==> src/rftrb_pkg.sv <==
// Package with register slots, field positions and timing constants of the peripheral bank.
package rftrb_pkg;

  // ----------------------------------------
  // Slot addressing
  // ----------------------------------------
  localparam logic [1:0] BANK0 = 2'h0;
  localparam logic [1:0] BANK1 = 2'h1;
  localparam logic [1:0] BANK2 = 2'h2;
  localparam logic [2:0] SLOT_DEMOD = 3'h6;
  localparam logic [2:0] SLOT_TXPIN = 3'h7;
  localparam logic [2:0] SLOT_INDEX = 3'h0;
  localparam logic [2:0] SLOT_PORT = 3'h1;
  localparam logic [2:0] SLOT_SYNC = 3'h2;
  localparam logic [2:0] SLOT_CTRL = 3'h6;
  localparam logic [2:0] SLOT_ERRLO = 3'h6;
  localparam logic [2:0] SLOT_RXPIN = 3'h7;

  // ----------------------------------------
  // Field positions
  // ----------------------------------------
  localparam int POL_BIT = 15;
  localparam int ON_LSB = 8;
  localparam int RX_INC_BIT = 14;
  localparam int RX_IDX_LSB = 8;
  localparam int TX_INC_BIT = 6;
  localparam int FS_EN_BIT = 10;
  localparam int IRQ0_EN_BIT = 9;
  localparam int IRQ2_EN_BIT = 8;
  localparam int WAKE_LSB = 4;

  // ----------------------------------------
  // Index map and fixed upper time bits
  // ----------------------------------------
  localparam logic [5:0] IDX_BUF_LAST = 6'h23;
  localparam logic [5:0] IDX_VOICE = 6'h24;
  localparam logic [5:0] IDX_MARK_LO = 6'h25;
  localparam logic [5:0] IDX_MARK_HI = 6'h27;
  localparam logic [5:0] IDX_MOD_LO = 6'h28;
  localparam logic [5:0] IDX_MOD_HI = 6'h32;
  localparam logic [1:0] DEMOD_ON_BASE = 2'h1;
  localparam logic [1:0] DEMOD_ON_HAND = 2'h0;
  localparam logic [1:0] DEMOD_OFF_BASE = 2'h2;
  localparam logic [1:0] DEMOD_OFF_HAND = 2'h1;
  localparam logic [1:0] PIN_ON_BASE = 2'h0;
  localparam logic [1:0] PIN_ON_HAND = 2'h1;
  localparam logic [1:0] PIN_OFF_BASE = 2'h1;
  localparam logic [1:0] PIN_OFF_HAND = 2'h2;

  // ----------------------------------------
  // Timing
  // ----------------------------------------
  localparam int CLK_HZ = 25000000;
  localparam int DEBOUNCE_BITS = 3;

  typedef struct packed {
    logic pol;
    logic [6:0] on_t;
    logic [6:0] off_t;
  } rftrb_window_s;

  typedef struct packed {
    logic [5:0] idx;
    logic [15:0] data;
  } rftrb_wr_s;

endpackage

==> src/rftrb_regs.sv <==
// Peripheral register banks with RF pin timing, rate buffer access and control bits.
// How it works
// [RULE1] Demodulator and receive-enable pin events compare 9-bit times against receive counter.
// [RULE2] Demodulator upper bits: on 01 base, 00 handset; off 10 base, 01 handset.
// [RULE3] Software writes time modulo 128 minus one; timing fields read zero.
// [RULE4] Timing writes take effect immediately.
// [RULE5] Transmit disabled and full search keeps receive power on continuously.
// [RULE6] Receive polarity 0: rf receive pin low-active, receive enable high-active.
// [RULE7] Transmit pin timed on transmit counter, fixed upper bits, polarity bit.
// [RULE8] Transmit disabled holds transmit pin inactive.
// [RULE9] RF receive pin events use transmit counter.
// [RULE10] RF receive upper bits: on 00 base, 01 handset; off 01/10.
// [RULE11] Receive index ranges 0 to 23h; index register reads zero.
// [RULE12] Bit 14 enables receive auto-increment, bit 6 transmit auto-increment.
// [RULE13] Enabled auto-increment advances receive index after each data port read below 23h, transmit index after each write while the FIFO has room.
// [RULE14] Data writes decode by transmit index: data, voice init, marker, modulator.
// [RULE15] Data port read returns receive buffer nibble at receive index.
// [RULE16] Modulator words are two's complement, 62.5 Hz per bit.
// [RULE17] Symbol error readable as bits 23..8 and bits 7..0.
// [RULE18] Sync slot write loads loop value; read returns upper error bits.
// [RULE19] Spare slots read zero; writes ignored.
// [RULE20] Bit 10 enables frame start interrupt, reset zero.
// [RULE21] Bits 9 and 8 enable external interrupts zero and two.
// [RULE22] Bits 7..4 enable port zero wake-up, active low, only for inputs.
// [RULE23] Wake inputs debounced, bit-clock synchronised, stretched one bit minimum.
// [RULE24] Bits 3..0 drive transmit power DAC.
module rftrb_regs
  import rftrb_pkg::*;
#(
  parameter int BIT_DIV = 24,
  parameter int FIFO_DEPTH = 8
) (
  input wire logic ref_clk_i,
  input wire logic srst_i,
  input wire logic [1:0] bank_i,
  input wire logic [2:0] slot_i,
  input wire logic wr_i,
  input wire logic rd_i,
  input wire logic [15:0] wdata_i,
  output logic [15:0] rdata_o,
  input wire logic handset_i,
  input wire logic tx_enable_i,
  input wire logic full_search_i,
  input wire logic [8:0] rx_count_i,
  input wire logic [8:0] tx_count_i,
  output logic receive_enable_pin_o,
  output logic rf_receive_pin_o,
  output logic rf_transmit_pin_o,
  input wire logic [23:0] symbol_error_i,
  output logic [15:0] sync_loop_o,
  output logic sync_loop_load_o,
  input wire logic [5:0] voice_rx_idx_i,
  output logic [3:0] voice_rx_nibble_o,
  output logic [5:0] voice_tx_index_init_o,
  output logic [5:0] voice_rx_index_init_o,
  output logic [15:0] nibble_marker_o,
  output logic [15:0] modulator_frequency_words_o [11],
  output logic wr_valid_o,
  input wire logic wr_ready_i,
  output logic [5:0] wr_idx_o,
  output logic [15:0] wr_data_o,
  output logic wr_ready_o,
  input wire logic [3:0] rx_nibble_i,
  input wire logic rx_nibble_valid_i,
  input wire logic [5:0] rx_nibble_idx_i,
  output logic frame_start_irq_on_o,
  output logic ext_irq_zero_on_o,
  output logic ext_irq_two_on_o,
  input wire logic [3:0] port_zero_n_i,
  input wire logic [3:0] port_zero_dir_i,
  output logic wake_o,
  output logic [3:0] transmit_level_dac_o
);
  if (BIT_DIV < 2 || FIFO_DEPTH < 2) begin : g_bad_param
    $error("Bit divider and FIFO depth must be at least two.");
  end

  // ----------------------------------------
  // Access decode
  // ----------------------------------------
  logic hit_demod;
  logic hit_txpin;
  logic hit_rxpin;
  logic hit_index;
  logic hit_port;
  logic hit_sync;
  logic hit_ctrl;
  logic hit_errlo;
  assign hit_demod = bank_i == BANK2 && slot_i == SLOT_DEMOD;
  assign hit_txpin = bank_i == BANK2 && slot_i == SLOT_TXPIN;
  assign hit_rxpin = bank_i == BANK0 && slot_i == SLOT_RXPIN;
  assign hit_index = bank_i == BANK1 && slot_i == SLOT_INDEX;
  assign hit_port = bank_i == BANK1 && slot_i == SLOT_PORT;
  assign hit_sync = bank_i == BANK1 && slot_i == SLOT_SYNC;
  assign hit_ctrl = bank_i == BANK1 && slot_i == SLOT_CTRL;
  assign hit_errlo = bank_i == BANK0 && slot_i == SLOT_ERRLO;

  // ----------------------------------------
  // Timing windows
  // ----------------------------------------
  rftrb_window_s demod_w;
  rftrb_window_s txpin_w;
  rftrb_window_s rxpin_w;
  always_ff @(posedge ref_clk_i) begin
    if (srst_i) begin
      demod_w <= '0;
      txpin_w <= '0;
      rxpin_w <= '0;
    end else if (wr_i) begin
      if (hit_demod) begin
        demod_w <= {wdata_i[POL_BIT], wdata_i[ON_LSB+:7], wdata_i[6:0]}; // see [RULE4]
      end
      if (hit_txpin) begin
        txpin_w <= {wdata_i[POL_BIT], wdata_i[ON_LSB+:7], wdata_i[6:0]}; // see [RULE4]
      end
      if (hit_rxpin) begin
        rxpin_w <= {wdata_i[POL_BIT], wdata_i[ON_LSB+:7], wdata_i[6:0]}; // see [RULE4]
      end
    end
  end

  // Nine-bit event times: fixed upper pair above the seven programmed bits.
  logic [8:0] demod_on;
  logic [8:0] demod_off;
  logic [8:0] tx_on;
  logic [8:0] tx_off;
  logic [8:0] rx_on;
  logic [8:0] rx_off;
  assign demod_on = {handset_i ? DEMOD_ON_HAND : DEMOD_ON_BASE, demod_w.on_t}; // see [RULE2]
  assign demod_off = {handset_i ? DEMOD_OFF_HAND : DEMOD_OFF_BASE, demod_w.off_t}; // see [RULE2]
  assign tx_on = {handset_i ? PIN_ON_HAND : PIN_ON_BASE, txpin_w.on_t}; // see [RULE7]
  assign tx_off = {handset_i ? PIN_OFF_HAND : PIN_OFF_BASE, txpin_w.off_t}; // see [RULE7]
  assign rx_on = {handset_i ? PIN_ON_HAND : PIN_ON_BASE, rxpin_w.on_t}; // see [RULE10]
  assign rx_off = {handset_i ? PIN_OFF_HAND : PIN_OFF_BASE, rxpin_w.off_t}; // see [RULE10]

  logic demod_act;
  logic tx_act;
  logic rx_act;
  always_ff @(posedge ref_clk_i) begin
    if (srst_i) begin
      demod_act <= 1'b0;
    end else if (rx_count_i == demod_on) begin
      demod_act <= 1'b1; // see [RULE1]
    end else if (rx_count_i == demod_off) begin
      demod_act <= 1'b0; // see [RULE1]
    end
  end
  always_ff @(posedge ref_clk_i) begin
    if (srst_i) begin
      tx_act <= 1'b0;
    end else if (tx_count_i == tx_on) begin
      tx_act <= 1'b1; // see [RULE7]
    end else if (tx_count_i == tx_off) begin
      tx_act <= 1'b0; // see [RULE7]
    end
  end
  always_ff @(posedge ref_clk_i) begin
    if (srst_i) begin
      rx_act <= 1'b0;
    end else if (tx_count_i == rx_on) begin
      rx_act <= 1'b1; // see [RULE9]
    end else if (tx_count_i == rx_off) begin
      rx_act <= 1'b0; // see [RULE9]
    end
  end

  logic rx_power;
  logic tx_power;
  assign rx_power = (!tx_enable_i && full_search_i) || demod_act; // see [RULE5]
  assign tx_power = tx_enable_i && tx_act; // see [RULE8]
  always_ff @(posedge ref_clk_i) begin
    if (srst_i) begin
      receive_enable_pin_o <= 1'b0;
      rf_receive_pin_o <= 1'b1;
      rf_transmit_pin_o <= 1'b0;
    end else begin
      receive_enable_pin_o <= rx_power ^ rxpin_w.pol; // see [RULE6]
      rf_receive_pin_o <= ((!tx_enable_i && full_search_i) || rx_act) ~^ rxpin_w.pol; // see [RULE6]
      rf_transmit_pin_o <= tx_power ^ txpin_w.pol; // see [RULE7]
    end
  end

  // ----------------------------------------
  // Rate buffer indices and storage
  // ----------------------------------------
  logic rx_inc;
  logic tx_inc;
  logic [5:0] rx_idx;
  logic [5:0] tx_idx;
  logic [3:0] rx_buf [36];
  logic port_acc;
  assign port_acc = hit_port && (wr_i || rd_i);
  always_ff @(posedge ref_clk_i) begin
    if (srst_i) begin
      rx_inc <= 1'b0;
      tx_inc <= 1'b0;
      rx_idx <= '0;
      tx_idx <= '0;
    end else if (wr_i && hit_index) begin
      rx_inc <= wdata_i[RX_INC_BIT]; // see [RULE12]
      tx_inc <= wdata_i[TX_INC_BIT]; // see [RULE12]
      rx_idx <= wdata_i[RX_IDX_LSB+:6]; // see [RULE11]
      tx_idx <= wdata_i[5:0];
    end else if (port_acc) begin
      if (rx_inc && rd_i && rx_idx < IDX_BUF_LAST) begin
        rx_idx <= rx_idx + 6'h01; // see [RULE13]
      end
      if (tx_inc && wr_i && wr_ready_o) begin
        tx_idx <= tx_idx + 6'h01; // see [RULE13]
      end
    end
  end
  always_ff @(posedge ref_clk_i) begin
    if (rx_nibble_valid_i && rx_nibble_idx_i <= IDX_BUF_LAST) begin
      rx_buf[rx_nibble_idx_i] <= rx_nibble_i;
    end
  end
  always_ff @(posedge ref_clk_i) begin
    if (srst_i) begin
      voice_rx_nibble_o <= '0;
    end else if (voice_rx_idx_i <= IDX_BUF_LAST) begin
      voice_rx_nibble_o <= rx_buf[voice_rx_idx_i];
    end
  end

  // Writes to buffer data go out through the FIFO; settings are kept here.
  logic buf_wr;
  rftrb_wr_s fifo_in;
  rftrb_wr_s fifo_out;
  assign buf_wr = wr_i && hit_port && tx_idx <= IDX_BUF_LAST; // see [RULE14]
  assign fifo_in = {tx_idx, wdata_i};
  assign wr_idx_o = fifo_out.idx;
  assign wr_data_o = fifo_out.data;
  rftrb_fifo #(.WIDTH($bits(rftrb_wr_s)), .DEPTH(FIFO_DEPTH)) u_fifo (
    .ref_clk_i(ref_clk_i),
    .srst_i(srst_i),
    .in_valid_i(buf_wr),
    .in_ready_o(wr_ready_o),
    .in_data_i(fifo_in),
    .out_valid_o(wr_valid_o),
    .out_ready_i(wr_ready_i),
    .out_data_o(fifo_out)
  );
  always_ff @(posedge ref_clk_i) begin
    if (srst_i) begin
      voice_tx_index_init_o <= '0;
      voice_rx_index_init_o <= '0;
      nibble_marker_o <= '0;
      for (int i = 0; i < 11; i++) begin
        modulator_frequency_words_o[i] <= '0;
      end
    end else if (wr_i && hit_port) begin
      if (tx_idx == IDX_VOICE) begin
        voice_tx_index_init_o <= wdata_i[13:8]; // see [RULE14]
        voice_rx_index_init_o <= wdata_i[5:0];
      end else if (tx_idx >= IDX_MARK_LO && tx_idx <= IDX_MARK_HI) begin
        nibble_marker_o <= wdata_i; // see [RULE14]
      end else if (tx_idx >= IDX_MOD_LO && tx_idx <= IDX_MOD_HI) begin
        // Kept as raw two's complement, 62.5 Hz per step.
        modulator_frequency_words_o[4'(tx_idx - IDX_MOD_LO)] <= wdata_i; // see [RULE16]
      end
    end
  end

  // ----------------------------------------
  // Symbol synchroniser loop
  // ----------------------------------------
  always_ff @(posedge ref_clk_i) begin
    if (srst_i) begin
      sync_loop_o <= '0;
      sync_loop_load_o <= 1'b0;
    end else begin
      sync_loop_load_o <= wr_i && hit_sync; // see [RULE18]
      if (wr_i && hit_sync) begin
        sync_loop_o <= wdata_i; // see [RULE18]
      end
    end
  end

  // ----------------------------------------
  // Control register
  // ----------------------------------------
  logic [10:0] ctrl;
  always_ff @(posedge ref_clk_i) begin
    if (srst_i) begin
      ctrl <= '0; // see [RULE20]
    end else if (wr_i && hit_ctrl) begin
      ctrl <= wdata_i[10:0]; // see [RULE21]
    end
  end
  assign frame_start_irq_on_o = ctrl[FS_EN_BIT]; // see [RULE20]
  assign ext_irq_zero_on_o = ctrl[IRQ0_EN_BIT]; // see [RULE21]
  assign ext_irq_two_on_o = ctrl[IRQ2_EN_BIT]; // see [RULE21]
  assign transmit_level_dac_o = ctrl[3:0]; // see [RULE24]

  // ----------------------------------------
  // Wake-up inputs
  // ----------------------------------------
  logic [$clog2(BIT_DIV)-1:0] div_cnt;
  logic bit_tick;
  assign bit_tick = div_cnt == ($clog2(BIT_DIV))'(BIT_DIV - 1);
  always_ff @(posedge ref_clk_i) begin
    if (srst_i || bit_tick) begin
      div_cnt <= '0;
    end else begin
      div_cnt <= div_cnt + 1'b1;
    end
  end
  logic [3:0] wk_s1;
  logic [3:0] wk_s2;
  logic [3:0] wk_raw;
  logic [DEBOUNCE_BITS-1:0] wk_hist [4];
  logic [3:0] wk_q;
  always_ff @(posedge ref_clk_i) begin
    if (srst_i) begin
      wk_s1 <= 4'hF;
      wk_s2 <= 4'hF;
    end else begin
      wk_s1 <= port_zero_n_i;
      wk_s2 <= wk_s1;
    end
  end
  assign wk_raw = ~wk_s2 & ~port_zero_dir_i & ctrl[WAKE_LSB+:4]; // see [RULE22]
  always_ff @(posedge ref_clk_i) begin
    if (srst_i) begin
      wk_q <= '0;
      for (int i = 0; i < 4; i++) begin
        wk_hist[i] <= '0;
      end
    end else if (bit_tick) begin
      for (int i = 0; i < 4; i++) begin
        wk_hist[i] <= {wk_hist[i][DEBOUNCE_BITS-2:0], wk_raw[i]};
        // Held steady across the history: a single bit-tick sample lasts one full bit.
        if (&wk_hist[i]) begin
          wk_q[i] <= 1'b1; // see [RULE23]
        end else if (~|wk_hist[i]) begin
          wk_q[i] <= 1'b0;
        end
      end
    end
  end
  assign wake_o = |wk_q; // see [RULE23]

  // ----------------------------------------
  // Read mux
  // ----------------------------------------
  always_ff @(posedge ref_clk_i) begin
    if (srst_i) begin
      rdata_o <= '0;
    end else if (rd_i) begin
      rdata_o <= '0; // see [RULE3]
      if (hit_port && rx_idx <= IDX_BUF_LAST) begin
        rdata_o <= {12'h000, rx_buf[rx_idx]}; // see [RULE15]
      end else if (hit_sync) begin
        rdata_o <= symbol_error_i[23:8]; // see [RULE17]
      end else if (hit_errlo) begin
        rdata_o <= {8'h00, symbol_error_i[7:0]}; // see [RULE17]
      end else if (hit_ctrl) begin
        rdata_o <= {5'h00, ctrl};
      end
    end
  end
endmodule

==> src/rftrb_fifo.sv <==
// Parameterised flip-flop FIFO with valid and ready on both sides.
module rftrb_fifo #(
  parameter int WIDTH = 22,
  parameter int DEPTH = 8
) (
  input wire logic ref_clk_i,
  input wire logic srst_i,
  input wire logic in_valid_i,
  output logic in_ready_o,
  input wire logic [WIDTH-1:0] in_data_i,
  output logic out_valid_o,
  input wire logic out_ready_i,
  output logic [WIDTH-1:0] out_data_o
);
  localparam int AW = $clog2(DEPTH);
  if (DEPTH < 2 || (1 << AW) != DEPTH) begin : g_bad_depth
    $error("FIFO depth must be a power of two of at least two.");
  end
  logic [WIDTH-1:0] mem [DEPTH];
  logic [AW:0] wr_ptr;
  logic [AW:0] rd_ptr;
  logic push;
  logic pop;
  assign in_ready_o = (wr_ptr - rd_ptr) != (AW + 1)'(DEPTH);
  assign out_valid_o = wr_ptr != rd_ptr;
  assign push = in_valid_i && in_ready_o;
  assign pop = out_valid_o && out_ready_i;
  assign out_data_o = mem[rd_ptr[AW-1:0]];
  always_ff @(posedge ref_clk_i) begin
    if (srst_i) begin
      wr_ptr <= '0;
    end else if (push) begin
      wr_ptr <= wr_ptr + 1'b1;
    end
  end
  always_ff @(posedge ref_clk_i) begin
    if (push) begin
      mem[wr_ptr[AW-1:0]] <= in_data_i;
    end
  end
  always_ff @(posedge ref_clk_i) begin
    if (srst_i) begin
      rd_ptr <= '0;
    end else if (pop) begin
      rd_ptr <= rd_ptr + 1'b1;
    end
  end
endmodule

==> config.mk <==
export PLATFORM = sky130hd
export DESIGN_NAME = rftrb_regs
export DESIGN_NICKNAME = d
export VERILOG_FILES = /design/src/rftrb_pkg.sv /design/src/rftrb_regs.sv /design/src/rftrb_fifo.sv
export SDC_FILE = /design/constraint.sdc
export NUM_CORES = 1
export LEC_CHECK = 0
export ABC_AREA = 1
export BUFFER_PORTS_ARGS = -buffer_cell sky130_fd_sc_hd__buf_4
export CORE_UTILIZATION = 35
export DETAILED_ROUTE_END_ITERATION = 8
export MAX_ROUTING_LAYER = met4
export PLACE_DENSITY = 0.67
export SLEW_MARGIN = 5
export SYNTH_ARGS = -nofsm -noshare
export SYNTH_HDL_FRONTEND = slang
export SYNTH_SLANG_ARGS = --single-unit
==> constraint.sdc <==
create_clock -name ref_clk_i -period 2.65 [get_ports ref_clk_i]
set_input_delay 0.3975 -clock ref_clk_i [delete_from_list [all_inputs] [get_ports ref_clk_i]]
set_output_delay 0.3975 -clock ref_clk_i [all_outputs]
set_load 0.01 [all_outputs]
== Yosys cells after proc, flatten, opt, wreduce, memory -nomap -nowiden ==
Memories as Yosys holds them, arrays and structs flattened. A register that Yosys moved wholly into a read port is not among the register bits.
Cells that the tools add are included.
Word-level totals
  flip-flop bits (word level): 337
  RAM bits: 332
  bits of input ports: 96
  logic and storage cells: 209
  memories kept: 3
Operators by class
  add/sub/neg operators: 7
  $lt $le $gt $ge: 11
  eq/ne operators: 20
  muxes and demuxes: 48
  bitwise logic cells: 14
  reductions and logical operators: 61
Memories
  u_fifo.mem: words 8, width 22, read ports 1, clocked after memory_dff 1, write ports 1, RTL line rftrb_fifo.sv:19  | logic [WIDTH-1:0] mem [DEPTH];
  rx_buf: words 36, width 4, read ports 2, clocked after memory_dff 2, write ports 1, RTL line rftrb_regs.sv:190  | logic [3:0] rx_buf [36];
  wk_hist: words 4, width 3, read ports 4, clocked after memory_dff 0, write ports 4, RTL line rftrb_regs.sv:312  | logic [DEBOUNCE_BITS-1:0] wk_hist [4];
Operators by type and width (count)
  $bwmux W176: 1
  $demux W16 S4: 1
  $mux W16: 3
  $mux W6: 8
  $le A6 B6 Y1 const B: 6
  $eq A9 B8 Y1: 3
  $eq A9 B9 Y1: 3
  $logic_and A1 B1 Y1: 27
  $mux W1: 25
  $mux W11: 2
  $reduce_and A2 Y1: 10
  $mux W3: 6
  $reduce_and A3 Y1: 5
  $add A6 B1 Y6 const B: 2
  $ge A6 B6 Y1 const B: 2
  $reduce_bool A2 Y1: 6
  $reduce_or A3 Y1: 4
  $add A4 B1 Y4 const B: 2
  $and A4 B4 Y4: 2
  $ne A2 B2 Y1 const B: 4
  $not A4 Y4: 2
  $eq A3 B3 Y1 const B: 2
  $eq A6 B6 Y1 const B: 1
  $lt A6 B6 Y1 const B: 1
  24 further kinds: 33

== Longest topological paths before layout ==
Gate-level depths: netlist of run 1.
  depth in word-level cells: 7
  mapped depth: 12
  mapped depth without buffers: 12

== Cells and area by module ==
A second synthesis of run 1 with hierarchy kept.
Second synthesis, totals
  cell total of the unflattened synthesis: 3166
  area, all modules: 28568.6 um^2
By module, submodules not included
  rftrb_regs: times used 1, cells each 2568, area each 21067.7 um^2, sequential area each 11471.0 um^2
  rftrb_fifo: times used 1, cells each 598, area each 7500.9 um^2, sequential area each 5505.3 um^2

== Worst setup path before layout of run 1 ==
Ideal clock, no wire load.
  kind: register to register
  start point: reg u_fifo.rd_ptr[1]
  end point: mem u_fifo.mem[0][0] (enable)
  arrival: 2.511 ns
  required time: 2.249 ns
  path slack: -0.262 ns
  cell stages (with the launch flop): 12
  path buffers: 0
  clock period less this slack: 2.912 ns
  cells stage by stage: dfxtp_1 -> inv_1 -> ha_1 -> nand2_1 -> nand2_1 -> a21oi_1 -> a21oi_1 -> nand2_1 -> nand2_1 -> nor2_1 -> nand2_1 -> nor2_1
On the way
  cells in the longest elaborated chain, start to end: 5
Ends and longest elaborated chain
  start, declared: RTL line rftrb_fifo.sv:21  | logic [AW:0] rd_ptr;
  start signal, assigned: RTL line rftrb_fifo.sv:45  | rd_ptr <= rd_ptr + 1'b1;
  $sub A4 B4 Y4: RTL line rftrb_fifo.sv:24  | assign in_ready_o = (wr_ptr - rd_ptr) != (AW + 1)'(DEPTH);
  $ne A4 B4 Y1: RTL line rftrb_fifo.sv:24
  named net wr_ready_o: RTL line rftrb_regs.sv:62  | output logic wr_ready_o,
  $logic_and A1 B1 Y1: RTL line rftrb_fifo.sv:26  | assign push = in_valid_i && in_ready_o;
  $mux W1: RTL line rftrb_fifo.sv:37  | if (push) begin
  $mux W1 (not written as such): RTL line rftrb_fifo.sv:38  | mem[wr_ptr[AW-1:0]] <= in_data_i;
  end, declared: RTL line rftrb_fifo.sv:19
The timed path passes the listed nets, and every way through them passes these cells.

==> results.md, run 1 <==
- Status: completed
- Post-synth EDFFs: roughly 330
- Yosys top cell by area: edfxtp_1
- Final worst setup slack: roughly 77 ps
- CTS buffer count: 75
- Reg-to-Reg End: modulator_frequency_words_o[131]
- Standard-cell rows: 103
- Reg2Reg Depth: 8
- Final setup viols: 0
- Ys async rst share: 0
- Post-Synth Adder-Cell Area: 0.005302
- Final hold violations: 0
- Final wirelength: between 90 and 100 mm
- Top-area cell type share of the netlist area: 0.3520
- First-pass GRT wire length: 133.3 mm
- CP cell instances: inv_8 > buf_12 > o21ai_0 > o22ai_1 > nor2_1 > a31oi_2 > buf_4
- Routed len/inst: between 15 and 20 microns
- Synth Area in Simple Gates: 0.1536
- Worst slew pin tran: approximately 800 ps
- Worst path required time: 2250 ps
- Die Ht: ~290 microns
- Setup WS pre-CTS: ~160 ps
- Placed Area: 32,470 sq um
- Yosys warnings: 0
- Critical Path Source Type: flop
- RSZ-0062 raised after global routing: yes
- Vias post-DR: about 24,000
- Via density: a little over 5
- Critical Path Max Stage Delay: ~380 ps
- CP Max Fanout: 19
- Die Width: approximately 290 microns
- F_max: just under 400 MHz
- Largest family of logic cells by synthesized area: compound AO/OA/AOI/OAI gates
- Final hold slack: roughly 52 ps
- Mapped Avg Cell Area: 9.011 sq um
- Post-route setup TNS: 0 ps
- Drc violations: 0
- CTS sink count: between 600 and 700
- Die Area: between 80,000 and 90,000 sq um
- Max-slew violations: 0
- Post-synthesis sequential area ratio: 0.5994
- Global placer's final weighted congestion: between 0.8 and 0.9
- Clock Pin Slew Worst Setup and Hold Paths: about 60 ps
- IO Pins: roughly 370
- CTS tree: done
- Max-Cap Viols: 0
- Critical Path End: wr_data_o[14]
- Final Power: between 20 and 25 mW
- Max Buffers Root-to-Sink: 3
- Number of global-route vias before repair: 21,780
- CP Data Arrival Time: about 2200 ps
- VDD IR max: between 400 and 500 uV
- Crit Path Class: reg -> out
- Antenna violations before repair: 5
- Iteration-0 DRC count of the detailed router: 2,465
- Area grow syn2layout: 25.27%
- Pin count of the biggest net entering global routing: 117
- Initial core utilization: 0.3562
- Clock Latency Late Sink: approximately 630 ps
- Reg-to-reg slack, setup: between 300 and 400 ps
- Clock root buffer: clkbuf_16
- Multiplexer area fraction after synthesis: 0
- Crit-path slowest cell: dfxtp_4
- DP HPWL: around 59 mm
- Net Count, Synth: around 3,300
- Commonest non-fill, non-tap cell in the layout: buf_4
- Most frequent cells in the layout: buf_4, o21ai_0, nand2_1
- Final Net Count: around 3,600
- Pwr/cell area: slightly below 700 nW/um^2
- Final Cycle Share: 0.9709
- Compound-cell area share of the yosys netlist: 0.1559
- Clock skew: about 44 ps
- Gr ovfl total: 0
- Post-DRT Antenna Nets: 0
- Hold crit path type: in -> reg
- Tot GR Track Use: 0.2192
- Post-Synthesis Cells: roughly 3,100
- CP Capture Type: primary output
- Crit Reg-Reg Startpoint: tx_idx[4]
- Share of cells above drive strength 1: 0.1788
- Netlist cell types: 37
- Post-route cell area: ~35,000 sq um
- Syn Std Cell Area: about 28,000 sq um
- H-tree depth: 3
- #FFs+latches synth: 682
- Slew margin rel.: 0.4634
- Number of port buffers: between 300 and 400
- Tmin final: around 2600 ps
- Synth Area in XOR/XNOR: 0.01299
- Core outline area: between 70,000 and 80,000 sq um
- DRT Pass-1 Iters: 6
- Synth Flop Type: dfxtp_1
- Synth area leaders: edfxtp_1, dfxtp_1, o21ai_0, a21oi_1, nand2_1
- Leakage power: around 14 nW
[flip-flops by register name, indices dropped and copies added (netlist names), 5 cells and up, named ones only]
name and count:
div_cnt 5, modulator_frequency_words_o 176, tx_idx 6, sync_loop_o 16, rx_off 7, voice_tx_index_init_o 6, demod_off 7, nibble_marker_o 16
tx_on 7, rx_on 7, rx_buf 144, demod_on 7, voice_rx_index_init_o 6, u_fifo.mem 176, rdata_o 16, wk_hist 12
tx_off 7, ctrl 11, rx_idx 6
[report_power, final]
part           internal [mW]  total (mW)  switching, mW
sequential              11.1        11.1         0.0450
clock                   6.61        11.1           4.44
combinational          0.643        1.84           1.20
total                   18.3        24.0           5.69
[layer usage]
metal / vias up / global-route usage / part of all wire
li1: 11340 / - / -
met4: 0 / 0.08382 / 0.033
met3: 196 / 0.04237 / 0.074
met5: - / - / 0
met1: 11040 / 0.2815 / 0.42
met2: 944 / 0.3411 / 0.47
[worst min-delay path by stage]
stage                                   from            end  slack [ps]  cells past startpoint
after floorplan                     wk_s1[0]       wk_s2[0]         390                      1
after global placement              wk_s1[1]       wk_s2[1]         390                      1
after CTS                 symbol_error_i[19]    rdata_o[11]           7                      3
after detailed placement            wk_s1[3]       wk_s2[3]         390                      1
final                     symbol_error_i[22]    rdata_o[14]          50                      3
after global routing      port_zero_dir_i[0]  wk_hist[0][0]          40                      2
[final cells by class]
class | instances | area (sq um)
Fill cell | 7451 | 44040
Clock buffer | 99 | 2132
Antenna cell | 2 | 5.005
Multi-Input combinational cell | 1923 | 9382
Tap cell | 1050 | 1314
Clock inverter | 38 | 510.5
Timing Repair Buffer | 468 | 3854
Inverter | 341 | 1292
Sequential cell | 682 | 16990
[logic make-up (layout without fill, tap and decap cells)]
group,Yosys count,after routing
xor+xnor,42,42
fa+ha+maj,12,12
flops,682,682
simple gates,1023,1023
buf+inv,538,946
other cells,0,2
compound gates,846,846
[synthesized netlist by cell type (2+ instances only)]
master,instances
edfxtp_1,332
o211ai_1,23
xnor2_1,19
o21ai_0,434
a21oi_1,317
buf_1,8
clkbuf_1,172
inv_2,3
xor2_1,23
nor3_4,2
inv_1,322
nor3_1,15
dfxtp_1,350
nand3_1,231
buf_2,8
nor2_1,356
nor4_1,14
o22ai_1,25
or2_2,16
a211oi_1,17
nand4_1,16
nor2_2,2
nor2_4,4
nand3_2,2
a31oi_1,26
buf_4,9
nand2_1,361
ha_1,12
clkinv_1,16
[worst max-delay path, delay by kind of cell (launching register included)]
kind	cells	cell delay [ps]
and+or+nand+nor	1	110
DFF	1	380
AOI/OAI and AO/OA	3	590
buffers and inverters	3	460
[timing repair]
action	in CTS	in global routing
pin swaps	2	7
gates resized for setup	23	15
setup endpoints to repair	21	14
buffers inserted	0	1
cloned	1	3
endpoints found under the hold margin	12	0
hold buffers	9	0
[through the flow]
step / util / std cells
5_1_grt: 0.4461 / 4602
3_5_place_dp: 0.4084 / 4450
3_3_place_gp: 0.4084 / 4450
4_1_cts: 0.4444 / 4597
6_report: 0.4462 / 4603
2_1_floorplan: - / 3143
Power figures use the tool's default switching activity.
==> run 2: changes to the inputs <==
BUFFER_PORTS_ARGS = not set   (was -buffer_cell sky130_fd_sc_hd__buf_4)
DONT_BUFFER_PORTS = 1   (was not set)
GPL_ROUTABILITY_DRIVEN = 0   (was not set)
PLACE_DENSITY = 0.63   (was 0.67)
==> run 2 against run 1 <==
Total power is 1.1% lower. Sequential cell count unchanged. Hold slack lost 28 ps. Worst setup slack worse by 12 ps. Cell count is 7.0% lower. Largest cell class unchanged. Largest power group unchanged.
==> results.md, run 2 (synthesis results as in run 1) <==
- Status: completed (unchanged)
- Max-slew violations: 0 (unchanged)
- Final wirelength: 89.87 mm (was 90.79 mm)
- Vias post-DR: 22,270 (was 23,520)
- Antenna violations before repair: 4 (was 5)
- RSZ-0062 raised after global routing: yes (unchanged)
- Crit Path Class: reg -> out (unchanged)
- CTS tree: done (unchanged)
- Clock Latency Late Sink: 630 ps (about the same)
- Max Buffers Root-to-Sink: 3 (unchanged)
- Hold path depth: 2 (was 3)
- Number of global-route vias before repair: 20,740 (was 21,780)
- Tmin final: 2585 ps (was 2573 ps)
- Final Net Count: 3,275 (was 3,599)
- Worst path required time: 2250 ps (about the same)
- Die Width: 286.5 microns (unchanged)
- Metal3 WL: 7.938 mm (was 6.723 mm)
- VDD IR max: 505.2 uV (was 437.6 uV)
- Number of port buffers: 0 (was 371)
- Final Power: 23.77 mW (was 24.03 mW)
- Worst slew pin tran: 1081 ps (was 800.0 ps)
- DP HPWL: 54.56 mm (was 58.95 mm)
- Die Area: 82,060 sq um (unchanged)
- First-pass GRT wire length: 132.1 mm (was 133.3 mm)
- Commonest non-fill, non-tap cell in the layout: o21ai_0 (was buf_4)
- CTS buffer count: 75 (unchanged)
- Critical Path Source Type: flop (unchanged)
- Reg2Reg Depth: 12 (was 8)
- Hold crit path type: in -> reg (unchanged)
- CP Max Fanout: 27 (was 19)
- H-tree depth: 3 (unchanged)
- Via density: 5.204 (was 5.110)
- Standard-cell rows: 103 (unchanged)
- Tot GR Track Use: 0.2192 (about the same)
- Initial core utilization: 0.3562 (unchanged)
- Final Core Density: 0.4176 (was 0.4462)
- Reg-to-reg slack, setup: 160 ps (was 340 ps)
- Die Ht: 286.5 microns (unchanged)
- Clock Pin Slew Worst Setup and Hold Paths: 60 ps (about the same)
- CTS sink count: 682 (unchanged)
- Final setup viols: 0 (unchanged)
- Clock skew: 58.64 ps (was 44.16 ps)
- Final hold slack: 24.12 ps (was 51.85 ps)
- Routed len/inst: 21.00 microns (was 19.72 microns)
- Slew margin rel.: 0.2767 (was 0.4634)
- DRT Pass-1 Iters: 5 (was 6)
- IO Pins: 372 (unchanged)
- Max-Cap Viols: 0 (unchanged)
- Leakage power: 12.05 nW (was 13.73 nW)
- Most frequent cells in the layout: o21ai_0, nand2_1, nor2_1 (was buf_4, o21ai_0, nand2_1)
- Iteration-0 DRC count of the detailed router: 1,910 (was 2,465)
- Post-DRT Antenna Nets: 0 (unchanged)
- CP Capture Type: primary output (unchanged)
- Pwr/cell area: 715.7 nW/um^2 (was 677.3 nW/um^2)
- Core outline area: 79,520 sq um (unchanged)
- F_max: 386.9 MHz (was 388.7 MHz)
- Clock root buffer: clkbuf_16 (unchanged)
- Gr ovfl total: 0 (unchanged)
- Area grow syn2layout: 17.26% (was 25.27%)
- Final hold violations: 0 (unchanged)
- Pin count of the biggest net entering global routing: 124 (was 117)
- Final Cycle Share: 0.9754 (was 0.9709)
- Metal1 wirelength: 38.05 mm (was 38.52 mm)
- DR top layer: met4 (unchanged)
- WL met2: 40.79 mm (was 42.55 mm)
- Drc violations: 0 (unchanged)
- Post-route setup TNS: 0 ps (unchanged)
- Share of cells above drive strength 1: 0.08671 (was 0.1788)
- CP Data Arrival Time: 2190 ps (was 2180 ps)
[run 2: cell types whose count changed in the layout (fill, tap and decap cells not counted), sizes merged]
cell         previous run  this run
inv                   328       331
clkinv                 36        33
diode                   2         1
clkinvlp                6         4
bufinv                  9         7
clkbuf                102       105
dlygate4sd3             9        37
buf                   455       106
[run 2: worst paths after layout]
check                                 startpoint                to
worst max-delay path                        flop     wr_data_o[14]
worst min register to register          wk_s1[2]          wk_s2[2]
worst max register to register  u_fifo.rd_ptr[1]  u_fifo.mem[4][0]
worst min-delay path                 wdata_i[10]              flop
[run 2: per-stage QoR]
| stage | cell area, sq um | cells | setup WS [ps] |
|---|---|---|---|
| floorplan | 28320 | 3143 | -261.9 |
| global placement | 29720 | 4085 | 255.5 |
| detailed placement | 29720 | 4085 | 246.4 |
| CTS | 33150 | 4279 | 5.755 |
| global route | 33210 | 4280 | -4.476 |
| finish | 33210 | 4280 | 65.26 |
[run 2: what timing repair did]
item / CTS / global route
pin swaps: 0 / 1
gates cloned: 1 / 0
hold buffers: 54 / 0
hold endpoints to repair: 517 / 0
setup endpoints to repair: 17 / 37
gates resized for setup: 7 / 13
setup buffers: 0 / 0
[run 2: worst max-delay path, cell delays in order (launching register included)]
cell,delay [ps]
dfxtp_4,450
buf_12,210
o21ai_0,100
o22ai_1,220
nor2_1,110
a31oi_1,280
buf_4,180
[run 2: metal layers]
layer | global-route usage | vias up
met2 | 0.3330 | 921
met3 | 0.05866 | 175
met5 | - | -
met1 | 0.2799 | 10510
li1 | - | 10670
met4 | 0.07821 | 0
[run 2: final cells by class]
type	count	area [sq um]
repair buffers	144	1618
diodes	1	2.502
multi-input cells	1923	9350
well taps	1050	1314
clock buffers	105	2176
fillers	7598	46310
inverters	341	1291
clock inverters	34	475.5
flip-flops and latches	682	16980
[run 2: where the power goes]
group          total (mW)  internal, mW  switching [mW]
Combinational        1.60         0.564            1.04
Sequential           11.1          11.1          0.0579
Clock                11.0          6.53            4.49
